==> src/inc/pso_pkg.sv <==
/*
 * Package of the power stage output configuration block: register map,
 * field positions, reset values, mode codes and the carrier structs.
 * Assumes a single 125 MHz core clock and an 8-bit register port.
 */
package pso_pkg;

  // ==========================================================
  // Sizes.
  localparam int PSO_UNITS = 3;
  localparam int PSO_CMPS = 4;
  localparam int PSO_PINS = 8;
  localparam int PSO_IRQS = 6;

  // ==========================================================
  // Register map: unit registers sit at unit * PSO_UNIT_STRIDE + offset.
  localparam logic [7:0] PSO_UNIT_STRIDE = 8'h10;
  localparam logic [3:0] PSO_OFS_SYNC_OUT_CFG = 4'h0;
  localparam logic [3:0] PSO_OFS_CONFIG = 4'h1;
  localparam logic [3:0] PSO_OFS_CMP_BASE = 4'h2;
  localparam logic [7:0] PSO_ADDR_IRQ_STATUS = 8'h30;
  localparam logic [7:0] PSO_ADDR_IRQ_MASK = 8'h31;

  // Compare slots; each uses a low byte at base + 2 * slot, high byte next.
  localparam logic [1:0] PSO_CMP_SET_A = 2'h0;
  localparam logic [1:0] PSO_CMP_RESET_A = 2'h1;
  localparam logic [1:0] PSO_CMP_SET_B = 2'h2;
  localparam logic [1:0] PSO_CMP_RESET_B = 2'h3;

  // ==========================================================
  // Field positions of the sync and output configuration register.
  localparam int PSO_BIT_OUT3_SEL = 7;
  localparam int PSO_BIT_OUT2_SEL = 6;
  localparam int PSO_BIT_SYNC_HI = 5;
  localparam int PSO_BIT_SYNC_LO = 4;
  localparam int PSO_BIT_OUT3_EN = 3;
  localparam int PSO_BIT_PART_B_EN = 2;
  localparam int PSO_BIT_OUT2_EN = 1;
  localparam int PSO_BIT_PART_A_EN = 0;
  // Field positions of the configuration register.
  localparam int PSO_BIT_MODE_HI = 4;
  localparam int PSO_BIT_MODE_LO = 3;
  localparam int PSO_CMP_VALUE_W = 12;

  // Reset values.
  localparam logic [7:0] PSO_RST_BYTE = 8'h00;
  localparam logic [15:0] PSO_RST_CMP = 16'h0000;
  localparam logic [5:0] PSO_RST_IRQ = 6'h00;

  // ==========================================================
  // Running modes and sync selections.
  typedef enum logic [1:0] {
    PSO_MODE_ONE_RAMP = 2'b00,
    PSO_MODE_TWO_RAMP = 2'b01,
    PSO_MODE_FOUR_RAMP = 2'b10,
    PSO_MODE_CENTERED = 2'b11
  } pso_mode_t;

  typedef enum logic [1:0] {
    PSO_SYNC_SEL_0 = 2'b00,
    PSO_SYNC_SEL_1 = 2'b01,
    PSO_SYNC_SEL_2 = 2'b10,
    PSO_SYNC_SEL_3 = 2'b11
  } pso_sync_sel_t;

  // Per unit inputs from the waveform engine of the same clock domain.
  typedef struct packed {
    logic [11:0] counter;
    logic count_down;
    logic wave_a;
    logic wave_b;
    logic fault_a;
    logic fault_b;
    logic retrigger;
    logic capture;
    logic sync_error;
  } pso_unit_in_t;

  // Per unit results handed back to the waveform engine.
  typedef struct packed {
    logic [3:0] cmp_match;
    logic [3:0] flank_width;
    logic [1:0] running_mode_field;
  } pso_unit_out_t;

endpackage : pso_pkg

==> src/verilog/pso_output_config.sv <==
/*
 * Output routing, converter sync, compare registers and interrupt
 * requests of three power stage units, behind an 8-bit register port.
 * Assumes the waveform engine runs on the same clock and the register
 * master keeps one-cycle strobes that are never high together.
 */
// What this block does
// - Each unit has two requests; end-of-cycle fires on reset-B compare match.
// - Capture request fires on retrigger, counter capture or sync error.
// - Six requests take vectors 0x0001..0x0006, unit 2 capture first.
// - Unit 2 output 3 takes generator B when select bit 7 clear, else A.
// - Unit 2 output 2 takes generator A when select bit 6 clear, else B.
// - Ramp modes: sync field picks lead or trail edge of output 0 or 1.
// - Leading edge is set match; trailing is reset match or fault.
// - Centered mode: 00 down-count reset-A match, 01 up-count, others none.
// - Unit 2 bit 3 gives output 3 second pin to generator B.
// - Bit 2 gives each unit output 1 pin to generator B.
// - Unit 2 bit 1 gives output 2 second pin to generator A.
// - Bit 0 gives each unit output 0 pin to generator A.
// - Four 12-bit compare values are matched continuously against the counter.
// - Reset-B compare also holds a 4-bit flank width in bits 15:12.
// - Compare writes pass one shared 8-bit temporary high byte.
// - Three identical units; only unit 2 has extra select and enable bits.
// - Mode field codes 00..11 select one, two, four ramp or centered mode.
`timescale 1ns/100ps
`default_nettype none

module pso_output_config
  import pso_pkg::*;
(
  // Clock and reset.
  input wire logic i_core_clk,
  input wire logic i_rst_n,
  // Register port.
  input wire logic [7:0] i_reg_addr,
  input wire logic [7:0] i_reg_wdata,
  input wire logic i_reg_wr,
  input wire logic i_reg_rd,
  output logic [7:0] o_reg_rdata,
  // Waveform engine side.
  input wire pso_unit_in_t [PSO_UNITS-1:0] i_unit,
  output pso_unit_out_t [PSO_UNITS-1:0] o_unit,
  // Ordinary port logic for the eight pins.
  input wire logic [PSO_PINS-1:0] i_port_out,
  input wire logic [PSO_PINS-1:0] i_port_oe,
  // Pins and converter sync.
  output logic [PSO_PINS-1:0] o_pin_out,
  output logic [PSO_PINS-1:0] o_pin_oe,
  output logic [PSO_UNITS-1:0] o_conv_sync,
  // Interrupt.
  output logic o_irq,
  output logic [3:0] o_irq_vector
);

  // ==========================================================
  // Decode helpers.
  // Returns one when the address targets a unit register at the given offset.
  function automatic logic unit_hit(input logic [7:0] addr, input int u,
                                    input logic [3:0] ofs);
    unit_hit = (addr == (PSO_UNIT_STRIDE * 8'(u)) + {4'h0, ofs});
  endfunction : unit_hit
  // Compares the 12-bit compare value with the unit counter.
  function automatic logic cmp_equal(input logic [15:0] cmp, input logic [11:0] cnt);
    cmp_equal = (cmp[PSO_CMP_VALUE_W-1:0] == cnt);
  endfunction : cmp_equal

  // ==========================================================
  // Storage.
  logic [7:0] sync_out_cfg_reg [PSO_UNITS];
  logic [7:0] config_reg [PSO_UNITS];
  logic [15:0] cmp_reg [PSO_UNITS][PSO_CMPS];
  logic [7:0] temp_high_reg;
  logic [3:0] match_prev_reg [PSO_UNITS];
  logic [PSO_IRQS-1:0] irq_status_reg;
  logic [PSO_IRQS-1:0] irq_mask_reg;
  logic [PSO_IRQS-1:0] irq_status_next;
  logic [PSO_IRQS-1:0] irq_event;
  logic [PSO_IRQS-1:0] irq_pending;
  logic [3:0] match_now [PSO_UNITS];
  logic [3:0] match_edge [PSO_UNITS];
  logic [PSO_UNITS-1:0] sync_next;
  logic [PSO_PINS-1:0] pin_out_next;
  logic [PSO_PINS-1:0] pin_oe_next;
  logic [3:0] vector_next;
  logic [7:0] rdata_next;

  // ==========================================================
  // Register writes: configuration bytes and the compare pair path.
  always_ff @(posedge i_core_clk) begin
    if (!i_rst_n) begin
      temp_high_reg <= PSO_RST_BYTE;
      for (int u = 0; u < PSO_UNITS; u++) begin
        sync_out_cfg_reg[u] <= PSO_RST_BYTE;
        config_reg[u] <= PSO_RST_BYTE;
        for (int c = 0; c < PSO_CMPS; c++) begin
          cmp_reg[u][c] <= PSO_RST_CMP;
        end
      end
    end else if (i_reg_wr) begin
      for (int u = 0; u < PSO_UNITS; u++) begin
        if (unit_hit(i_reg_addr, u, PSO_OFS_SYNC_OUT_CFG)) begin
          sync_out_cfg_reg[u] <= i_reg_wdata;
        end
        if (unit_hit(i_reg_addr, u, PSO_OFS_CONFIG)) begin
          config_reg[u] <= i_reg_wdata;
        end
        for (int c = 0; c < PSO_CMPS; c++) begin
          // High byte only lands in the shared temporary byte.
          if (unit_hit(i_reg_addr, u, PSO_OFS_CMP_BASE + 4'(2 * c + 1))) begin
            temp_high_reg <= i_reg_wdata;
          end
          // Low byte commits both halves together.
          if (unit_hit(i_reg_addr, u, PSO_OFS_CMP_BASE + 4'(2 * c))) begin
            cmp_reg[u][c] <= {temp_high_reg, i_reg_wdata};
          end
        end
      end
    end
  end

  // ==========================================================
  // Compare matching; an event is the first cycle of a match.
  always_comb begin
    for (int u = 0; u < PSO_UNITS; u++) begin
      for (int c = 0; c < PSO_CMPS; c++) begin
        match_now[u][c] = cmp_equal(cmp_reg[u][c], i_unit[u].counter);
      end
      match_edge[u] = match_now[u] & ~match_prev_reg[u];
    end
  end
  // Remembers the previous match levels for edge detection.
  always_ff @(posedge i_core_clk) begin
    for (int u = 0; u < PSO_UNITS; u++) begin
      if (!i_rst_n) begin
        match_prev_reg[u] <= 4'h0;
      end else begin
        match_prev_reg[u] <= match_now[u];
      end
    end
  end
  // Hands matches, flank width and mode back to the engine.
  always_comb begin
    for (int u = 0; u < PSO_UNITS; u++) begin
      o_unit[u].cmp_match = match_edge[u];
      o_unit[u].flank_width = cmp_reg[u][PSO_CMP_RESET_B][15:12];
      o_unit[u].running_mode_field = config_reg[u][PSO_BIT_MODE_HI:PSO_BIT_MODE_LO];
    end
  end

  // ==========================================================
  // Converter sync pulse selection per unit.
  always_comb begin
    for (int u = 0; u < PSO_UNITS; u++) begin
      case (pso_sync_sel_t'(sync_out_cfg_reg[u][PSO_BIT_SYNC_HI:PSO_BIT_SYNC_LO]))
        PSO_SYNC_SEL_0: begin
          if (pso_mode_t'(config_reg[u][PSO_BIT_MODE_HI:PSO_BIT_MODE_LO]) ==
              PSO_MODE_CENTERED) begin
            sync_next[u] = match_edge[u][PSO_CMP_RESET_A] & i_unit[u].count_down;
          end else begin
            sync_next[u] = match_edge[u][PSO_CMP_SET_A];
          end
        end
        PSO_SYNC_SEL_1: begin
          if (pso_mode_t'(config_reg[u][PSO_BIT_MODE_HI:PSO_BIT_MODE_LO]) ==
              PSO_MODE_CENTERED) begin
            sync_next[u] = match_edge[u][PSO_CMP_RESET_A] & ~i_unit[u].count_down;
          end else begin
            sync_next[u] = match_edge[u][PSO_CMP_RESET_A] | i_unit[u].fault_a;
          end
        end
        PSO_SYNC_SEL_2: begin
          sync_next[u] = match_edge[u][PSO_CMP_SET_B] &
                         (config_reg[u][PSO_BIT_MODE_HI:PSO_BIT_MODE_LO] != PSO_MODE_CENTERED);
        end
        PSO_SYNC_SEL_3: begin
          sync_next[u] = (match_edge[u][PSO_CMP_RESET_B] | i_unit[u].fault_b) &
                         (config_reg[u][PSO_BIT_MODE_HI:PSO_BIT_MODE_LO] != PSO_MODE_CENTERED);
        end
        default: begin
          sync_next[u] = 1'b0;
        end
      endcase
    end
  end
  // Registers the sync pulses.
  always_ff @(posedge i_core_clk) begin
    if (!i_rst_n) begin
      o_conv_sync <= '0;
    end else begin
      o_conv_sync <= sync_next;
    end
  end

  // ==========================================================
  // Pin routing: generator outputs or ordinary port logic.
  always_comb begin
    for (int u = 0; u < PSO_UNITS; u++) begin
      pin_out_next[2 * u] = sync_out_cfg_reg[u][PSO_BIT_PART_A_EN] ?
                            i_unit[u].wave_a : i_port_out[2 * u];
      pin_oe_next[2 * u] = sync_out_cfg_reg[u][PSO_BIT_PART_A_EN] | i_port_oe[2 * u];
      pin_out_next[2 * u + 1] = sync_out_cfg_reg[u][PSO_BIT_PART_B_EN] ?
                                i_unit[u].wave_b : i_port_out[2 * u + 1];
      pin_oe_next[2 * u + 1] = sync_out_cfg_reg[u][PSO_BIT_PART_B_EN] |
                               i_port_oe[2 * u + 1];
    end
    // Unit 2 alone has the second pins of outputs 2 and 3.
    if (sync_out_cfg_reg[2][PSO_BIT_OUT2_EN]) begin
      pin_out_next[6] = sync_out_cfg_reg[2][PSO_BIT_OUT2_SEL] ?
                        i_unit[2].wave_b : i_unit[2].wave_a;
      pin_oe_next[6] = 1'b1;
    end else begin
      pin_out_next[6] = i_port_out[6];
      pin_oe_next[6] = i_port_oe[6];
    end
    if (sync_out_cfg_reg[2][PSO_BIT_OUT3_EN]) begin
      pin_out_next[7] = sync_out_cfg_reg[2][PSO_BIT_OUT3_SEL] ?
                        i_unit[2].wave_a : i_unit[2].wave_b;
      pin_oe_next[7] = 1'b1;
    end else begin
      pin_out_next[7] = i_port_out[7];
      pin_oe_next[7] = i_port_oe[7];
    end
  end
  // Registers the pin drive.
  always_ff @(posedge i_core_clk) begin
    if (!i_rst_n) begin
      o_pin_out <= '0;
      o_pin_oe <= '0;
    end else begin
      o_pin_out <= pin_out_next;
      o_pin_oe <= pin_oe_next;
    end
  end

  // ==========================================================
  // Interrupts: bit 2k is capture and bit 2k+1 end of cycle of unit 2-k.
  always_comb begin
    for (int u = 0; u < PSO_UNITS; u++) begin
      irq_event[2 * (2 - u)] = i_unit[u].retrigger | i_unit[u].capture |
                               i_unit[u].sync_error;
      irq_event[2 * (2 - u) + 1] = match_edge[u][PSO_CMP_RESET_B];
    end
    irq_status_next = irq_status_reg;
    if (i_reg_wr && i_reg_addr == PSO_ADDR_IRQ_STATUS) begin
      irq_status_next = irq_status_reg & ~i_reg_wdata[PSO_IRQS-1:0];
    end
    // A new event wins over a clear in the same cycle.
    irq_status_next = irq_status_next | irq_event;
  end
  // Holds the sticky status and the mask.
  always_ff @(posedge i_core_clk) begin
    if (!i_rst_n) begin
      irq_status_reg <= PSO_RST_IRQ;
      irq_mask_reg <= PSO_RST_IRQ;
    end else begin
      irq_status_reg <= irq_status_next;
      if (i_reg_wr && i_reg_addr == PSO_ADDR_IRQ_MASK) begin
        irq_mask_reg <= i_reg_wdata[PSO_IRQS-1:0];
      end
    end
  end
  // Picks the lowest pending vector slot, starting at one.
  assign irq_pending = irq_status_reg & irq_mask_reg;
  assign o_irq = |irq_pending;
  always_comb begin
    vector_next = 4'h0;
    for (int k = PSO_IRQS - 1; k >= 0; k--) begin
      if (irq_pending[k]) begin
        vector_next = 4'(k + 1);
      end
    end
  end
  assign o_irq_vector = vector_next;

  // ==========================================================
  // Read data, valid in the cycle after the read strobe.
  always_comb begin
    rdata_next = 8'h00;
    for (int u = 0; u < PSO_UNITS; u++) begin
      if (unit_hit(i_reg_addr, u, PSO_OFS_SYNC_OUT_CFG)) begin
        rdata_next = sync_out_cfg_reg[u];
      end
      if (unit_hit(i_reg_addr, u, PSO_OFS_CONFIG)) begin
        rdata_next = config_reg[u];
      end
    end
    if (i_reg_addr == PSO_ADDR_IRQ_STATUS) begin
      rdata_next = {2'b00, irq_status_reg};
    end
    if (i_reg_addr == PSO_ADDR_IRQ_MASK) begin
      rdata_next = {2'b00, irq_mask_reg};
    end
  end
  // Registers the read answer; zero outside a read.
  always_ff @(posedge i_core_clk) begin
    if (!i_rst_n) begin
      o_reg_rdata <= 8'h00;
    end else begin
      o_reg_rdata <= i_reg_rd ? rdata_next : 8'h00;
    end
  end
endmodule : pso_output_config

`default_nettype wire
==> config.mk <==
export PLATFORM = sky130hd
export DESIGN_NAME = pso_output_config
export DESIGN_NICKNAME = d
export VERILOG_FILES = /design/src/inc/pso_pkg.sv /design/src/verilog/pso_output_config.sv
export SDC_FILE = /design/constraint.sdc
export NUM_CORES = 1
export LEC_CHECK = 0
export BUFFER_PORTS_ARGS = -buffer_cell sky130_fd_sc_hd__buf_2
export CAP_MARGIN = 25
export CELL_PAD_IN_SITES_DETAIL_PLACEMENT = 1
export CELL_PAD_IN_SITES_GLOBAL_PLACEMENT = 2
export CORE_MARGIN = 1.5
export CORE_UTILIZATION = 39
export DETAILED_ROUTE_END_ITERATION = 6
export HOLD_SLACK_MARGIN = 0.12
export PLACE_DENSITY = 0.78
export SETUP_SLACK_MARGIN = 0.02
export SLEW_MARGIN = 20
export SYNTH_ARGS = -nofsm -noshare
export SYNTH_HDL_FRONTEND = slang
export SYNTH_SLANG_ARGS = --single-unit
export TNS_END_PERCENT = 100
==> constraint.sdc <==
create_clock -name i_core_clk -period 3.1 [get_ports i_core_clk]
set_input_delay 0.155 -clock i_core_clk [delete_from_list [all_inputs] [get_ports i_core_clk]]
set_output_delay 0.155 -clock i_core_clk [all_outputs]
set_load 0.01 [all_outputs]
# After elaboration in Yosys (flattened, before gate mapping)
# Memory sizes are Yosys's and may differ from the RTL's.
# Index checks and enable logic that the tools add are counted.
# classes
n_eq_ne	58
n_mux	143
bitwise_logic	66
reduce_logical	11
# op_table
cell	count
16-bit 2-to-1 mux	12
8-bit 2-to-1 mux	24
12-bit == test	12
8-bit by 6-bit == test with 1-bit output, second input constant	12
1-bit 2-to-1 mux	92
8-bit by 5-bit == test with 1-bit output, second input constant	10
1-bit OR	39
8-bit by 3-bit == test with 1-bit output, second input constant	4
4-bit 2-to-1 mux	8
2-bit == test, second input constant	9
6-bit 2-to-1 mux	3
8-bit by 2-bit == test with 1-bit output, second input constant	2
8-bit by 4-bit == test with 1-bit output, second input constant	2
1-bit bitwise AND	12
4-bit bitwise AND	3
6-bit bitwise AND	2
4-bit NOT	3
1-bit one-hot mux with 4 select lines	3
12-bit nonzero test	1
8-bit by 1-bit == test with 1-bit output, second input constant	1
8-bit zero test	1
2-bit by 1-bit == test with 1-bit output, second input constant	3
2-bit zero test	3
2-bit != test, second input constant	3
other kinds (8)	14
# word_totals
register_bits	47
ramBits	252
input_bits	96
out_inout_bits	62
word_cells	290
n_memories	4
# mem_list
name	depth	word_bits	rd	rd_clocked_by_memory_dff	write_ports	line	rtl
cmp_reg	3	64	3	0	3	pso_output_config.sv:71	logic [15:0] cmp_reg [PSO_UNITS][PSO_CMPS];
config_reg	3	8	3	0	3	pso_output_config.sv:70	logic [7:0] config_reg [PSO_UNITS];
sync_out_cfg_reg	3	8	3	0	3	pso_output_config.sv:69	logic [7:0] sync_out_cfg_reg [PSO_UNITS];
match_prev_reg	3	4	3	0	3	pso_output_config.sv:73	logic [3:0] match_prev_reg [PSO_UNITS];

# Logic depth before layout (Yosys ltp)
# Gate-level depths: netlist of run 1.
# logic_depth
depth_word	13
mapped_depth	7
depth_no_buf	5

# Worst setup path before layout of run 1
# No wires, ideal clock.
# synth_timing
path_type	input-to-reg
startpoint	input port i_reg_wr
endpoint	memory cmp_reg[0][128] (netlist bit) (enable)
arrival_ns	2.153
path_slack_ns	0.536
path_stages	4
path_buffers	1
path_cell_list	buf_4 > or3b_1 > or2_2 > o21ai_0
# synth_lines
element	line	rtl
start, declared	pso_output_config.sv:37	input wire logic i_reg_wr,
end, declared	pso_output_config.sv:71	

==> summary.txt, run 1 <==
Timing
  • TNS Setup: 0 ns
  • Final setup violation count: 0
  • Fin. Hold Viols: 0
  • Fmax: 412 MHz
  • RSZ-0062 raised after global routing: no
  • Fin crit period: between 2 and 2.5 ns
  • Period utilisation layout: 78.2%
  • Slew Limit Fails: 0
  • Worst Max-Slew Pin Slew: approximately 0.88 ns
  • Clock Skews: roughly 0.015 ns
  • Slew margin rel.: 41.0%

Yosys
  • Yosys warnings: 0
  • Post-synthesis cell type count: 53
  • Yosys top cell area share: between 50% and 60%
  • Avg Inst Size Synth: about 12 um^2
  • Dominant cell type by area after synthesis: edfxtp_1
  • Mapped Nets: between 1000 and 1500
  • Mapped cell area: around 0.012 mm^2
  • Count leader, synth: edfxtp_1
  • Top post-synthesis cells by area: edfxtp_1, xnor2_1, dfxtp_1, and2_1, clkbuf_1
  • Top cells by count, synth: edfxtp_1, xnor2_1, and2_1
  • Register area share after synthesis: slightly above 60%
  • #FFs+latches synth: approximately 260
  • Cells after Synth: 1011
  • Number of flops mapped to enable cells by yosys: about 200
  • Synth async-reset ratio: 0%
  • Ys flop type: edfxtp_1

CTS
  • Clk_lat worst skew: roughly 0.55 ns
  • Post-CTS Setup Inserts: 0
  • CTS tree: yes
  • H-tree Lvls: 1
  • CTS buffer count: 28
  • Root Driver: clkbuf_16
  • Cts hold-fix bufs: 90
  • Clk slew on worst S/H paths: around 0.060 ns
  • Clk buf depth: 3
  • Resized cells post-CTS: 0
  • TritonCTS sink count: approximately 260

Drt
  • Vias per cell: ~5.3
  • Via count: around 8700
  • Wire per inst: between 20 and 25 um
  • Total wire length: 36700 um
  • TritonRoute pass-1 iters: 5
  • Initial drt markers: about 630
  • DRT antenna net count: 0
  • Drt drc: 0

Critical path
  • CP max-delay cell: nor4_1
  • CP Class: reg -> out
  • Crit. End Element: output port
  • Peak fanout along the critical path: 2
  • Worst-path cell chain: xnor2_1 > nand4_1 > nor4_1 > buf_2
  • CP arrival: 2.27 ns
  • Delay-heaviest family, CP: simple AND/OR/NAND/NOR gates
  • CP Buf/Inv Count: 1
  • Largest stage delay, worst path: 0.78 ns
  • Startpoint class of the critical path: flop
  • CP required: just under 3 ns

Cells and area
  • Flip-flop count of the largest register, all copies and words added: 156
  • Area Growth Syn to Fin: 23.5%
  • Layout fillers: between 3000 and 4000
  • Register area: between 0.007 and 0.008 mm^2
  • Area of the multi-input gates: 0.00430 mm^2
  • Layout cells sized above 1: 19.2%
  • Final core utilization: roughly half
  • Nets: 1314

Place
  • HPWL Detailed: between 20000 and 25000 um
  • PortBufs: roughly 160
  • GPL Wtd Cong: 0.879

Power and ir drop
  • Max VDD drop: about 0.44 mV
  • Power density cells: ~540 mW/mm^2
  • Cell leakage power: 5.47 nW

Global route
  • Total track usage: around a quarter
  • Vias in the first global route: between 9000 and 10000
  • Largest net degree at the start of global routing: 31
  • Total grt overflow: 0
  • Initial antenna violation count: 0
  • First-pass GRT wire length: 55100 um

Min path
  • Hold Crit Class: in -> reg

Die
  • Die X: around 180 um
  • Initial core utilization: 39.5%
  • Row count: between 60 and 70
  • IO Pins: around 160
  • Full die area: roughly 0.032 mm^2
  • Die height: ~180 um
  • Core ar.: slightly above 0.03 mm^2

Run status
  • Run status: finished clean

Job
  • MaxCap Viol Count: 0
==> power breakdown <==
group | leakage (nW) | switching [mW] | internal (mW)
Sequential | 2.47 | 0.0878 | 3.93
Combinational | 2.55 | 0.386 | 0.308
Clock | 0.450 | 1.37 | 1.97
==> stage by stage <==
| step | setup slack (ns) | instances | hold WS, ns | instance area, um^2 | total power, mW |
|---|---|---|---|---|---|
| finish | 0.675 | 1637 | 0.154 | 14900 | 8.05 |
| global route | 0.535 | 1636 | 0.166 | 14900 | 8.30 |
| CTS | 0.622 | 1636 | 0.133 | 14900 | 8.10 |
| detailed placement | 0.752 | 1494 | 0.365 | 13100 | 4.71 |
| global placement | 0.833 | 1494 | 0.356 | 13100 | 4.69 |
| floorplan | 0.536 | 1011 | 0.271 | 12100 | 4.45 |
==> placed cells by master (no fill, tap or decap), types with 5 or more instances in the layout <==
master,netlist,routed
edfxtp_1,204,204
buf_2,5,156
xnor2_1,144,144
and2_1,131,131
dlygate4sd3_1,0,90
nor2_1,61,61
dfxtp_1,59,59
nor3_1,46,46
nand4_1,39,39
nand2_1,30,30
clkbuf_16,0,29
buf_4,20,29
o21ai_0,30,27
nor4_1,25,25
mux2i_1,25,25
a21oi_1,11,11
nand3_1,10,10
a222oi_1,8,8
clkbuf_1,67,8
o211ai_1,7,7
a211oi_1,7,7
inv_1,7,6
o2bb2ai_1,6,6
o22ai_1,6,6
nor2_4,5,5
==> final timing paths <==
kind | from | to | slack (ns) | depth (start not counted)
worst min-delay path | i_rst_n | irq_status_reg[1] | 0.15 | 3
worst max register to register | cmp_reg[0][34] | o_conv_sync[0] | 0.73 | 6
worst max-delay path | cmp_reg[0][121] | o_unit[16] | 0.67 | 4
worst min register to register | irq_mask_reg[1] | irq_mask_reg[1] | 0.55 | 2
==> tightest hold or removal path: stages <==
cell,delay [ns]
buf_2,0.11
buf_4,0.24
o21a_1,0.14
==> cell type report <==
class / instances / share of cell area, %
flip-flops and latches: 263 / 48.9
multi-input cells: 643 / 28.8
repair buffers: 275 / 12.7
clock buffers: 41 / 5.43
well taps: 396 / 3.32
clock inverters: 11 / 0.695
inverters: 7 / 0.176
diodes: 1 / 0.0167
==> cell families (layout without fill, tap and decap cells) <==
kind of cell              count (synthesis)  in the layout  synth area share (%)
DFF                                     263            263                  60.4
xor gates and xnor gates                144            144                  10.4
other                                     1              2                0.0310
AOI/OAI and AO/OA                       100            100                  5.57
and+or+nand+nor                         373            373                  17.4
buffers and inverters                   105            334                  4.07
muxes                                    25             25                  2.07
==> routing by layer <==
layer	GRT usage, %	vias to the layer above	share of wire, %
li1	-	3993	-
met1	29.8	4333	42
met2	40.2	289	49
met3	3.67	74	5.5
met4	7.82	0	3.2
met5	0	-	0
(Power assumes the default switching activity.)
==> run 2, diff against run 1 <==
--- a/config.mk
+++ b/config.mk
@@ -5,15 +5,16 @@
 export SDC_FILE = /design/constraint.sdc
 export NUM_CORES = 1
 export LEC_CHECK = 0
+export ABC_AREA = 1
 export BUFFER_PORTS_ARGS = -buffer_cell sky130_fd_sc_hd__buf_2
 export CAP_MARGIN = 25
 export CELL_PAD_IN_SITES_DETAIL_PLACEMENT = 1
 export CELL_PAD_IN_SITES_GLOBAL_PLACEMENT = 2
 export CORE_MARGIN = 1.5
-export CORE_UTILIZATION = 39
+export CORE_UTILIZATION = 32
 export DETAILED_ROUTE_END_ITERATION = 6
 export HOLD_SLACK_MARGIN = 0.12
-export PLACE_DENSITY = 0.78
+export PLACE_DENSITY = 0.74
 export SETUP_SLACK_MARGIN = 0.02
 export SLEW_MARGIN = 20
 export SYNTH_ARGS = -nofsm -noshare
==> constraint.sdc (replaced) <==
create_clock -name i_core_clk -period 2.2 [get_ports i_core_clk]
set_input_delay 0.11 -clock i_core_clk [delete_from_list [all_inputs] [get_ports i_core_clk]]
set_output_delay 0.11 -clock i_core_clk [all_outputs]
set_load 0.01 [all_outputs]
==> summary.txt, run 2 <==
Power and ir drop
  • Power Total: 12.0 mW (+49%)
  • Power density cells: 740 mW/mm^2 (+37%)
  • Max VDD drop: 0.575 mV (+32%)
  • Cell leakage power: 7.20 nW (+32%)

Global route
  • Vias in the first global route: 11000 (+20%)
  • First-pass GRT wire length: 62700 um (+14%)
  • Largest net degree at the start of global routing: 54 (+74%)
  • Initial antenna violation count: 0 (unchanged)
  • Total grt overflow: 0 (unchanged)
  • Total track usage: 19.9% (-3.5 points)

Cells and area
  • Layout fillers: 4682 (+44%)
  • Nets: 1824 (+39%)
  • Final core utilization: 40.9% (-8.0 points)
  • Fin area: 0.0162 mm^2 (+8.5%)
  • Layout cells sized above 1: 16.8% (-2.4 points)
  • Area Growth Syn to Fin: 26.5%
  • Commonest non-fill, non-tap cell in the layout: nand2_1
  • Most frequent cells in the layout: nand2_1, nor2_1, edfxtp_1
  • Antenna diode count: 0 (-1)
  • Flip-flop count of the largest register, all copies and words added: 156 (unchanged)
  • Finished Layout Cells: 2277 (+39%)

Yosys
  • Cells after Synth: 1477 (+46%)
  • Yosys top cell area share: 47.8% (-2.8 points)
  • Dominant cell type by area after synthesis: edfxtp_1
  • Mapped Nets: 1573 (+42%)
  • Ys flop type: edfxtp_1
  • Mapped cell area: 0.0128 mm^2 (+5.9%)
  • Number of flops mapped to enable cells by yosys: 204 (unchanged)
  • Register area share after synthesis: 57.0% (-3.4 points)
  • Synth async-reset ratio: 0% (unchanged)
  • #FFs+latches synth: 263 (unchanged)
  • Top cells by count, synth: nand2_1, nor2_1, edfxtp_1
  • Post-synthesis cell type count: 35 (-34%)
  • Avg Inst Size Synth: 8.67 um^2 (-28%)
  • Yosys warnings: 0 (unchanged)
  • Count leader, synth: nand2_1
  • Top post-synthesis cells by area: edfxtp_1, nand2_1, dfxtp_1, nor2_1, inv_1

CTS
  • Clk buf depth: 3 (unchanged)
  • Root Driver: clkbuf_16
  • CTS tree: yes
  • H-tree Lvls: 1 (unchanged)
  • TritonCTS sink count: 263 (unchanged)
  • Clk_lat worst skew: 0.55 ns (about the same)
  • Clk slew on worst S/H paths: 0.06 ns (about the same)
  • CTS buffer count: 30 (+7.1%)

Timing
  • TNS Setup: 0 ns (unchanged)
  • Final setup violation count: 0 (unchanged)
  • Worst Max-Slew Pin Slew: 0.773 ns (-0.105 ns)
  • Slew margin rel.: 48.4% (+7.5 points)
  • Period utilisation layout: between 90 and 100%
  • Fin. Hold Viols: 0 (unchanged)
  • Clock Skews: 0.0150 ns (+0.0000746 ns)
  • Slew Limit Fails: 0 (unchanged)
  • RSZ-0062 raised after global routing: no
  • Fmax: just under 500 MHz
  • Fin crit period: around 2 ns

Place
  • DP Area: 0.0142 mm^2 (+8.1%)
  • PortBufs: 156 (unchanged)
  • HPWL Detailed: 29600 um (+19%)
  • Dpl cells: 2129 (+43%)
  • GPL Wtd Cong: 0.772 (-12%)

Critical path
  • CP required: 2.09 ns (-0.85 ns)
  • Startpoint class of the critical path: flop
  • Worst-path cell chain: xnor2_1 > nand2_1 > nor3_1 > nand2_1 > nor2_1 > buf_2
  • Crit. End Element: output port
  • Crit path top cell by count: nand2_1
  • Peak fanout along the critical path: 2 (unchanged)
  • CP Buf/Inv Count: 1 (unchanged)
  • Delay-heaviest family, CP: simple AND/OR/NAND/NOR gates
  • Largest stage delay, worst path: 0.42 ns (-0.36 ns)
  • CP max-delay cell: nor3_1
  • CP Class: reg -> out
  • CP arrival: 1.93 ns (-0.34 ns)

Drt
  • TritonRoute pass-1 iters: 4 (-1)
  • Initial drt markers: 487 (-23%)
  • Via count: 10500 (+21%)
  • Vias per cell: 4.60 (-13%)
  • Total wire length: 40900 um (+12%)
  • Wire per inst: 18.0 um (-20%)
  • DRT antenna net count: 0 (unchanged)
  • Drt drc: 0 (unchanged)

Die
  • Full die area: 0.0412 mm^2 (+29%)
  • IO Pins: 158 (unchanged)
  • Die height: 203 um (+13%)
  • Row count: 73 (+14%)
  • Core ar.: 0.0396 mm^2 (+30%)
  • Die X: 203 um (+13%)
  • Initial core utilization: 32.3% (-7.2 points)

Run status
  • Run status: finished clean

Min path
  • Hold Crit Class: in -> reg

Job
  • MaxCap Viol Count: 0 (unchanged)
## run 2: changes by cell type in the layout (fill, tap and decap cells not counted), sizes merged, moves of 11 or more
cell	previous run	this run
nand2	30	399
nor2	66	282
inv	7	207
and2	131	0
xnor2	144	51
nand3	10	51
nor3	47	14
a21oi	11	43
nor4	26	0
mux2i	25	0
xor2	0	21
nand4	39	26
buf	185	196
## run 2: final timing paths
| check | from | to | slack [ns] | depth (start not counted) |
|---|---|---|---|---|
| worst max-delay path | cmp_reg[0][115] | o_unit[16] | 0.16 | 6 |
| worst min-delay path | i_unit[57] | match_prev_reg[2][2] | 0.13 | 8 |
| worst max register to register | cmp_reg[0][104] | o_conv_sync[1] | 0.18 | 14 |
| worst min register to register | irq_mask_reg[1] | irq_mask_reg[1] | 0.49 | 2 |
## run 2: metal layers
layer | part of all wire, % | vias to the layer above | wire, um | GRT usage, %
met3 | 3.1 | 59 | 1270 | 2.54
met1 | 45 | 5115 | 18300 | 25.3
met4 | 2.8 | 0 | 1130 | 5.95
met2 | 49 | 166 | 20200 | 35.0
li1 | - | 5143 | - | -
met5 | 0 | - | 0 | 0
## run 2: power by group
part / internal (mW) / switching, mW / total (mW)
clock network: 3.20 / 2.04 / 5.24
registers: 5.55 / 0.117 / 5.66
logic: 0.424 / 0.657 / 1.08
## run 2: final cells by class
cell class | count | area [um^2] | area share, %
Sequential cell | 263 | 7310 | 45.1
Tap cell | 525 | 657 | 4.05
Clock inverter | 15 | 171 | 1.06
Inverter | 207 | 777 | 4.79
Multi-Input combinational cell | 942 | 4450 | 27.5
Timing Repair Buffer | 284 | 1980 | 12.2
Clock buffer | 41 | 865 | 5.33
## run 2: cell families after synthesis
group,Yosys count,synth area share [%]
compound gates,93,4.26
xor+xnor,72,4.92
buf+inv,272,8.75
flops,263,57.0
other cells,1,0.0293
simple gates,776,25.0
## run 2: what timing repair did
action                                  4_1_cts  5_1_grt
pin swaps                                     1       10
hold buffers                                 91        0
setup buffers                                 1        3
resized for setup                             0       22
endpoints found under the setup margin        1       11
hold endpoints to repair                     59        0
cloned                                        0        0
## run 2: per-stage QoR
step	hold slack, ns	worst slack [ns]
after floorplan	0.226	0.153
after global placement	0.324	0.434
after detailed placement	0.323	0.432
after CTS	0.121	0.0404
after global routing	0.137	0.0219
final	0.128	0.158
## run 2: worst register-to-register path: cells and delay by family, from the launching register on
kind | cells | cell delay (ns)
flip-flops | 1 | 0.42
AND/OR/NAND/NOR | 11 | 0.85
buffers and inverters | 3 | 0.72
==> run 3, diff against run 2 <==
--- a/config.mk
+++ b/config.mk
@@ -5,13 +5,12 @@
 export SDC_FILE = /design/constraint.sdc
 export NUM_CORES = 1
 export LEC_CHECK = 0
-export ABC_AREA = 1
 export BUFFER_PORTS_ARGS = -buffer_cell sky130_fd_sc_hd__buf_2
 export CAP_MARGIN = 25
 export CELL_PAD_IN_SITES_DETAIL_PLACEMENT = 1
 export CELL_PAD_IN_SITES_GLOBAL_PLACEMENT = 2
 export CORE_MARGIN = 1.5
-export CORE_UTILIZATION = 32
+export CORE_UTILIZATION = 35
 export DETAILED_ROUTE_END_ITERATION = 6
 export HOLD_SLACK_MARGIN = 0.12
 export PLACE_DENSITY = 0.74
==> summary.txt, run 3 (synthesis gave the netlist of run 1 again) <==
Run status
  • Run status: finished clean

CTS
  • Clk_lat worst skew: 0.54 ns (about the same)
  • H-tree Lvls: 1 (unchanged)
  • CTS buffer count: 29 (-3.3%)
  • Root Driver: clkbuf_16
  • CTS tree: yes
  • TritonCTS sink count: 263 (unchanged)
  • Clk slew on worst S/H paths: 0.06 ns (about the same)
  • Clk buf depth: 3 (unchanged)

Timing
  • Fin crit period: 2.14 ns (+0.101 ns)
  • Worst Max-Slew Pin Slew: 0.954 ns (+0.181 ns)
  • Clock Skews: 0.00939 ns (-0.00564 ns)
  • Fin. Hold Viols: 0 (unchanged)
  • Fmax: 467 MHz (-4.7%)
  • RSZ-0062 raised after global routing: yes
  • Slew margin rel.: 36.3% (-12 points)
  • Final setup margin: 0.0566 ns (-0.101 ns)
  • Period utilisation layout: 97.4% (+4.6 points)
  • Slew Limit Fails: 0 (unchanged)
  • Final setup violation count: 0 (unchanged)

Power and ir drop
  • Power density cells: 758 mW/mm^2 (+2.4%)
  • P_sw: 2.69 mW (-4.6%)
  • Cell leakage power: 5.70 nW (-21%)
  • P_int: 9.00 mW (-1.9%)
  • Clock power frac: 42.7% (-1.0 points)
  • Max VDD drop: 0.586 mV (+1.9%)
  • Combinational share of power: 8.8% (-0.2 points)
  • Switching Fraction: 23.0% (-0.50 points)
  • Power Total: 11.7 mW (-2.5%)
  • Sequential share of power: 48.5% (+1.3 points)

Die
  • Initial core utilization: 35.8% (+3.5 points)
  • Full die area: 0.0357 mm^2 (-13%)
  • Die height: 189 um (-7.0%)
  • Die X: 189 um (-7.0%)
  • IO Pins: 158 (unchanged)
  • Row count: 67 (-8.2%)
  • Core ar.: 0.0338 mm^2 (-15%)

Place
  • GPL Wtd Cong: 0.845 (+9.4%)
  • HPWL Detailed: 26700 um (-9.6%)
  • PortBufs: 156 (unchanged)
  • Pre-CTS setup slack: 0.233 ns (-0.198 ns)
  • DP Area: 0.0134 mm^2 (-5.2%)

Cells and area
  • Nets: 1346 (-26%)
  • Area Growth Syn to Fin: 27.6%
  • Fin area: 0.0154 mm^2 (-4.8%)
  • Layout cells sized above 1: 23.5% (+6.7 points)
  • Register area: 0.00731 mm^2 (unchanged)
  • Most frequent cells in the layout: edfxtp_1, buf_2, xnor2_1
  • Flip-flop count of the largest register, all copies and words added: 156 (unchanged)
  • Layout fillers: 3604 (-23%)
  • Area of the multi-input gates: 0.00443 mm^2 (-0.51%)
  • Final core utilization: 45.7% (+4.8 points)
  • Commonest non-fill, non-tap cell in the layout: edfxtp_1

Drt
  • WL met2: 18700 um (-7.4%)
  • Total wire length: 39000 um (-4.7%)
  • DR top layer: met4
  • Drt drc: 0 (unchanged)
  • DRT antenna net count: 0 (unchanged)
  • Metal1 wirelength: 17500 um (-4.6%)
  • Wire per inst: 22.7 um (+26%)
  • TritonRoute pass-1 iters: 6 (+2)
  • Initial drt markers: 627 (+29%)
  • Vias per cell: 5.14 (+12%)
  • Via count: 8848 (-16%)
  • Routed wl met3: 1810 um (+42%)

Job
  • MaxCap Viol Count: 0 (unchanged)

Critical path
  • Crit. End Element: output port
  • CP arrival: 2.03 ns (+0.10 ns)
  • CP required: 2.09 ns (about the same)
  • CP Class: reg -> out
  • Largest stage delay, worst path: 0.54 ns (+0.12 ns)
  • Delay-heaviest family, CP: simple AND/OR/NAND/NOR gates
  • CP Buf/Inv Count: 1 (unchanged)
  • Worst-path cell chain: xnor2_1 > nand4_1 > nor4_1 > buf_2
  • Peak fanout along the critical path: 2 (unchanged)
  • CP max-delay cell: nor4_1
  • Startpoint class of the critical path: flop
  • Flop-to-flop setup slack: 0.13 ns (-0.05 ns)

Min path
  • Hold Crit Class: in -> reg

Global route
  • Vias in the first global route: 9375 (-15%)
  • First-pass GRT wire length: 57900 um (-7.7%)
  • Largest net degree at the start of global routing: 32 (-41%)
  • Total track usage: 21.8% (+1.9 points)
  • Total grt overflow: 0 (unchanged)
  • Initial antenna violation count: 2 (+2)
[run 3: cell count changes in the layout (fill, tap and decap cells not counted), sizes merged, moves of 13 or more]
cell,delta
nor4,+26
nand3,-41
a21oi,-32
and2,+131
xnor2,+93
nor3,+33
inv,-199
nand2,-369
nor2,-216
nand4,+13
mux2i,+25
xor2,-21
buf,+25
[run 3: power by group through the flow]
stage | Clock [mW] | Combinational [mW] | Sequential [mW]
after floorplan | 0 | 0.530 | 5.74
after global placement | 0 | 0.880 | 5.76
after detailed placement | 0 | 0.897 | 5.77
after CTS | 5.07 | 1.01 | 5.67
after global routing | 5.25 | 1.11 | 5.69
final | 4.99 | 1.03 | 5.67
[run 3: worst register-to-register path, cell delays in order (launching register included)]
cell and delay [ns]:
edfxtp_1 0.42, xnor2_2 0.16, nand4_1 0.13, dlygate4sd3_1 0.59
nor4_2 0.14, dlygate4sd3_1 0.58
[run 3: area by class of cell]
class / instances / area share [%]
Tap cell: 448 / 3.63
Clock inverter: 13 / 0.908
Timing Repair Buffer: 306 / 13.8
Inverter: 7 / 0.170
Clock buffer: 40 / 5.43
Multi-Input combinational cell: 643 / 28.7
Sequential cell: 263 / 47.3
Antenna cell: 1 / 0.0162
[run 3: path summary, 6_finish.rpt]
path                                   startpoint                   end  cells past startpoint
worst max-delay path              cmp_reg[0][155]            o_unit[28]                      4
worst min-delay path                   i_unit[12]  match_prev_reg[0][3]                      4
worst max register to register    cmp_reg[0][130]  match_prev_reg[2][3]                      5
worst min register to register  irq_status_reg[4]     irq_status_reg[4]                      2
[run 3: per-stage QoR]
step / setup TNS, ns / hold slack (ns) / cells
after floorplan: -1.15 / 0.226 / 1011
after global placement: 0 / 0.311 / 1580
after detailed placement: 0 / 0.324 / 1580
after CTS: 0 / 0.123 / 1720
after global routing: 0 / 0.117 / 1720
final: 0 / 0.0961 / 1721
[run 3: repair_timing]
item / in CTS / in global routing
pin swaps: 0 / 7
gates cloned: 0 / 0
hold endpoints to repair: 51 / 0
setup buffers: 0 / 2
hold buffers: 87 / 0
resized for setup: 2 / 21
endpoints found under the setup margin: 2 / 10
[run 3: per-layer routing]
| metal | vias up | global-route usage, % |
|---|---|---|
| met3 | 59 | 2.74 |
| met2 | 270 | 36.9 |
| li1 | 4066 | - |
| met5 | - | 0 |
| met4 | 0 | 6.01 |
| met1 | 4453 | 29.3 |
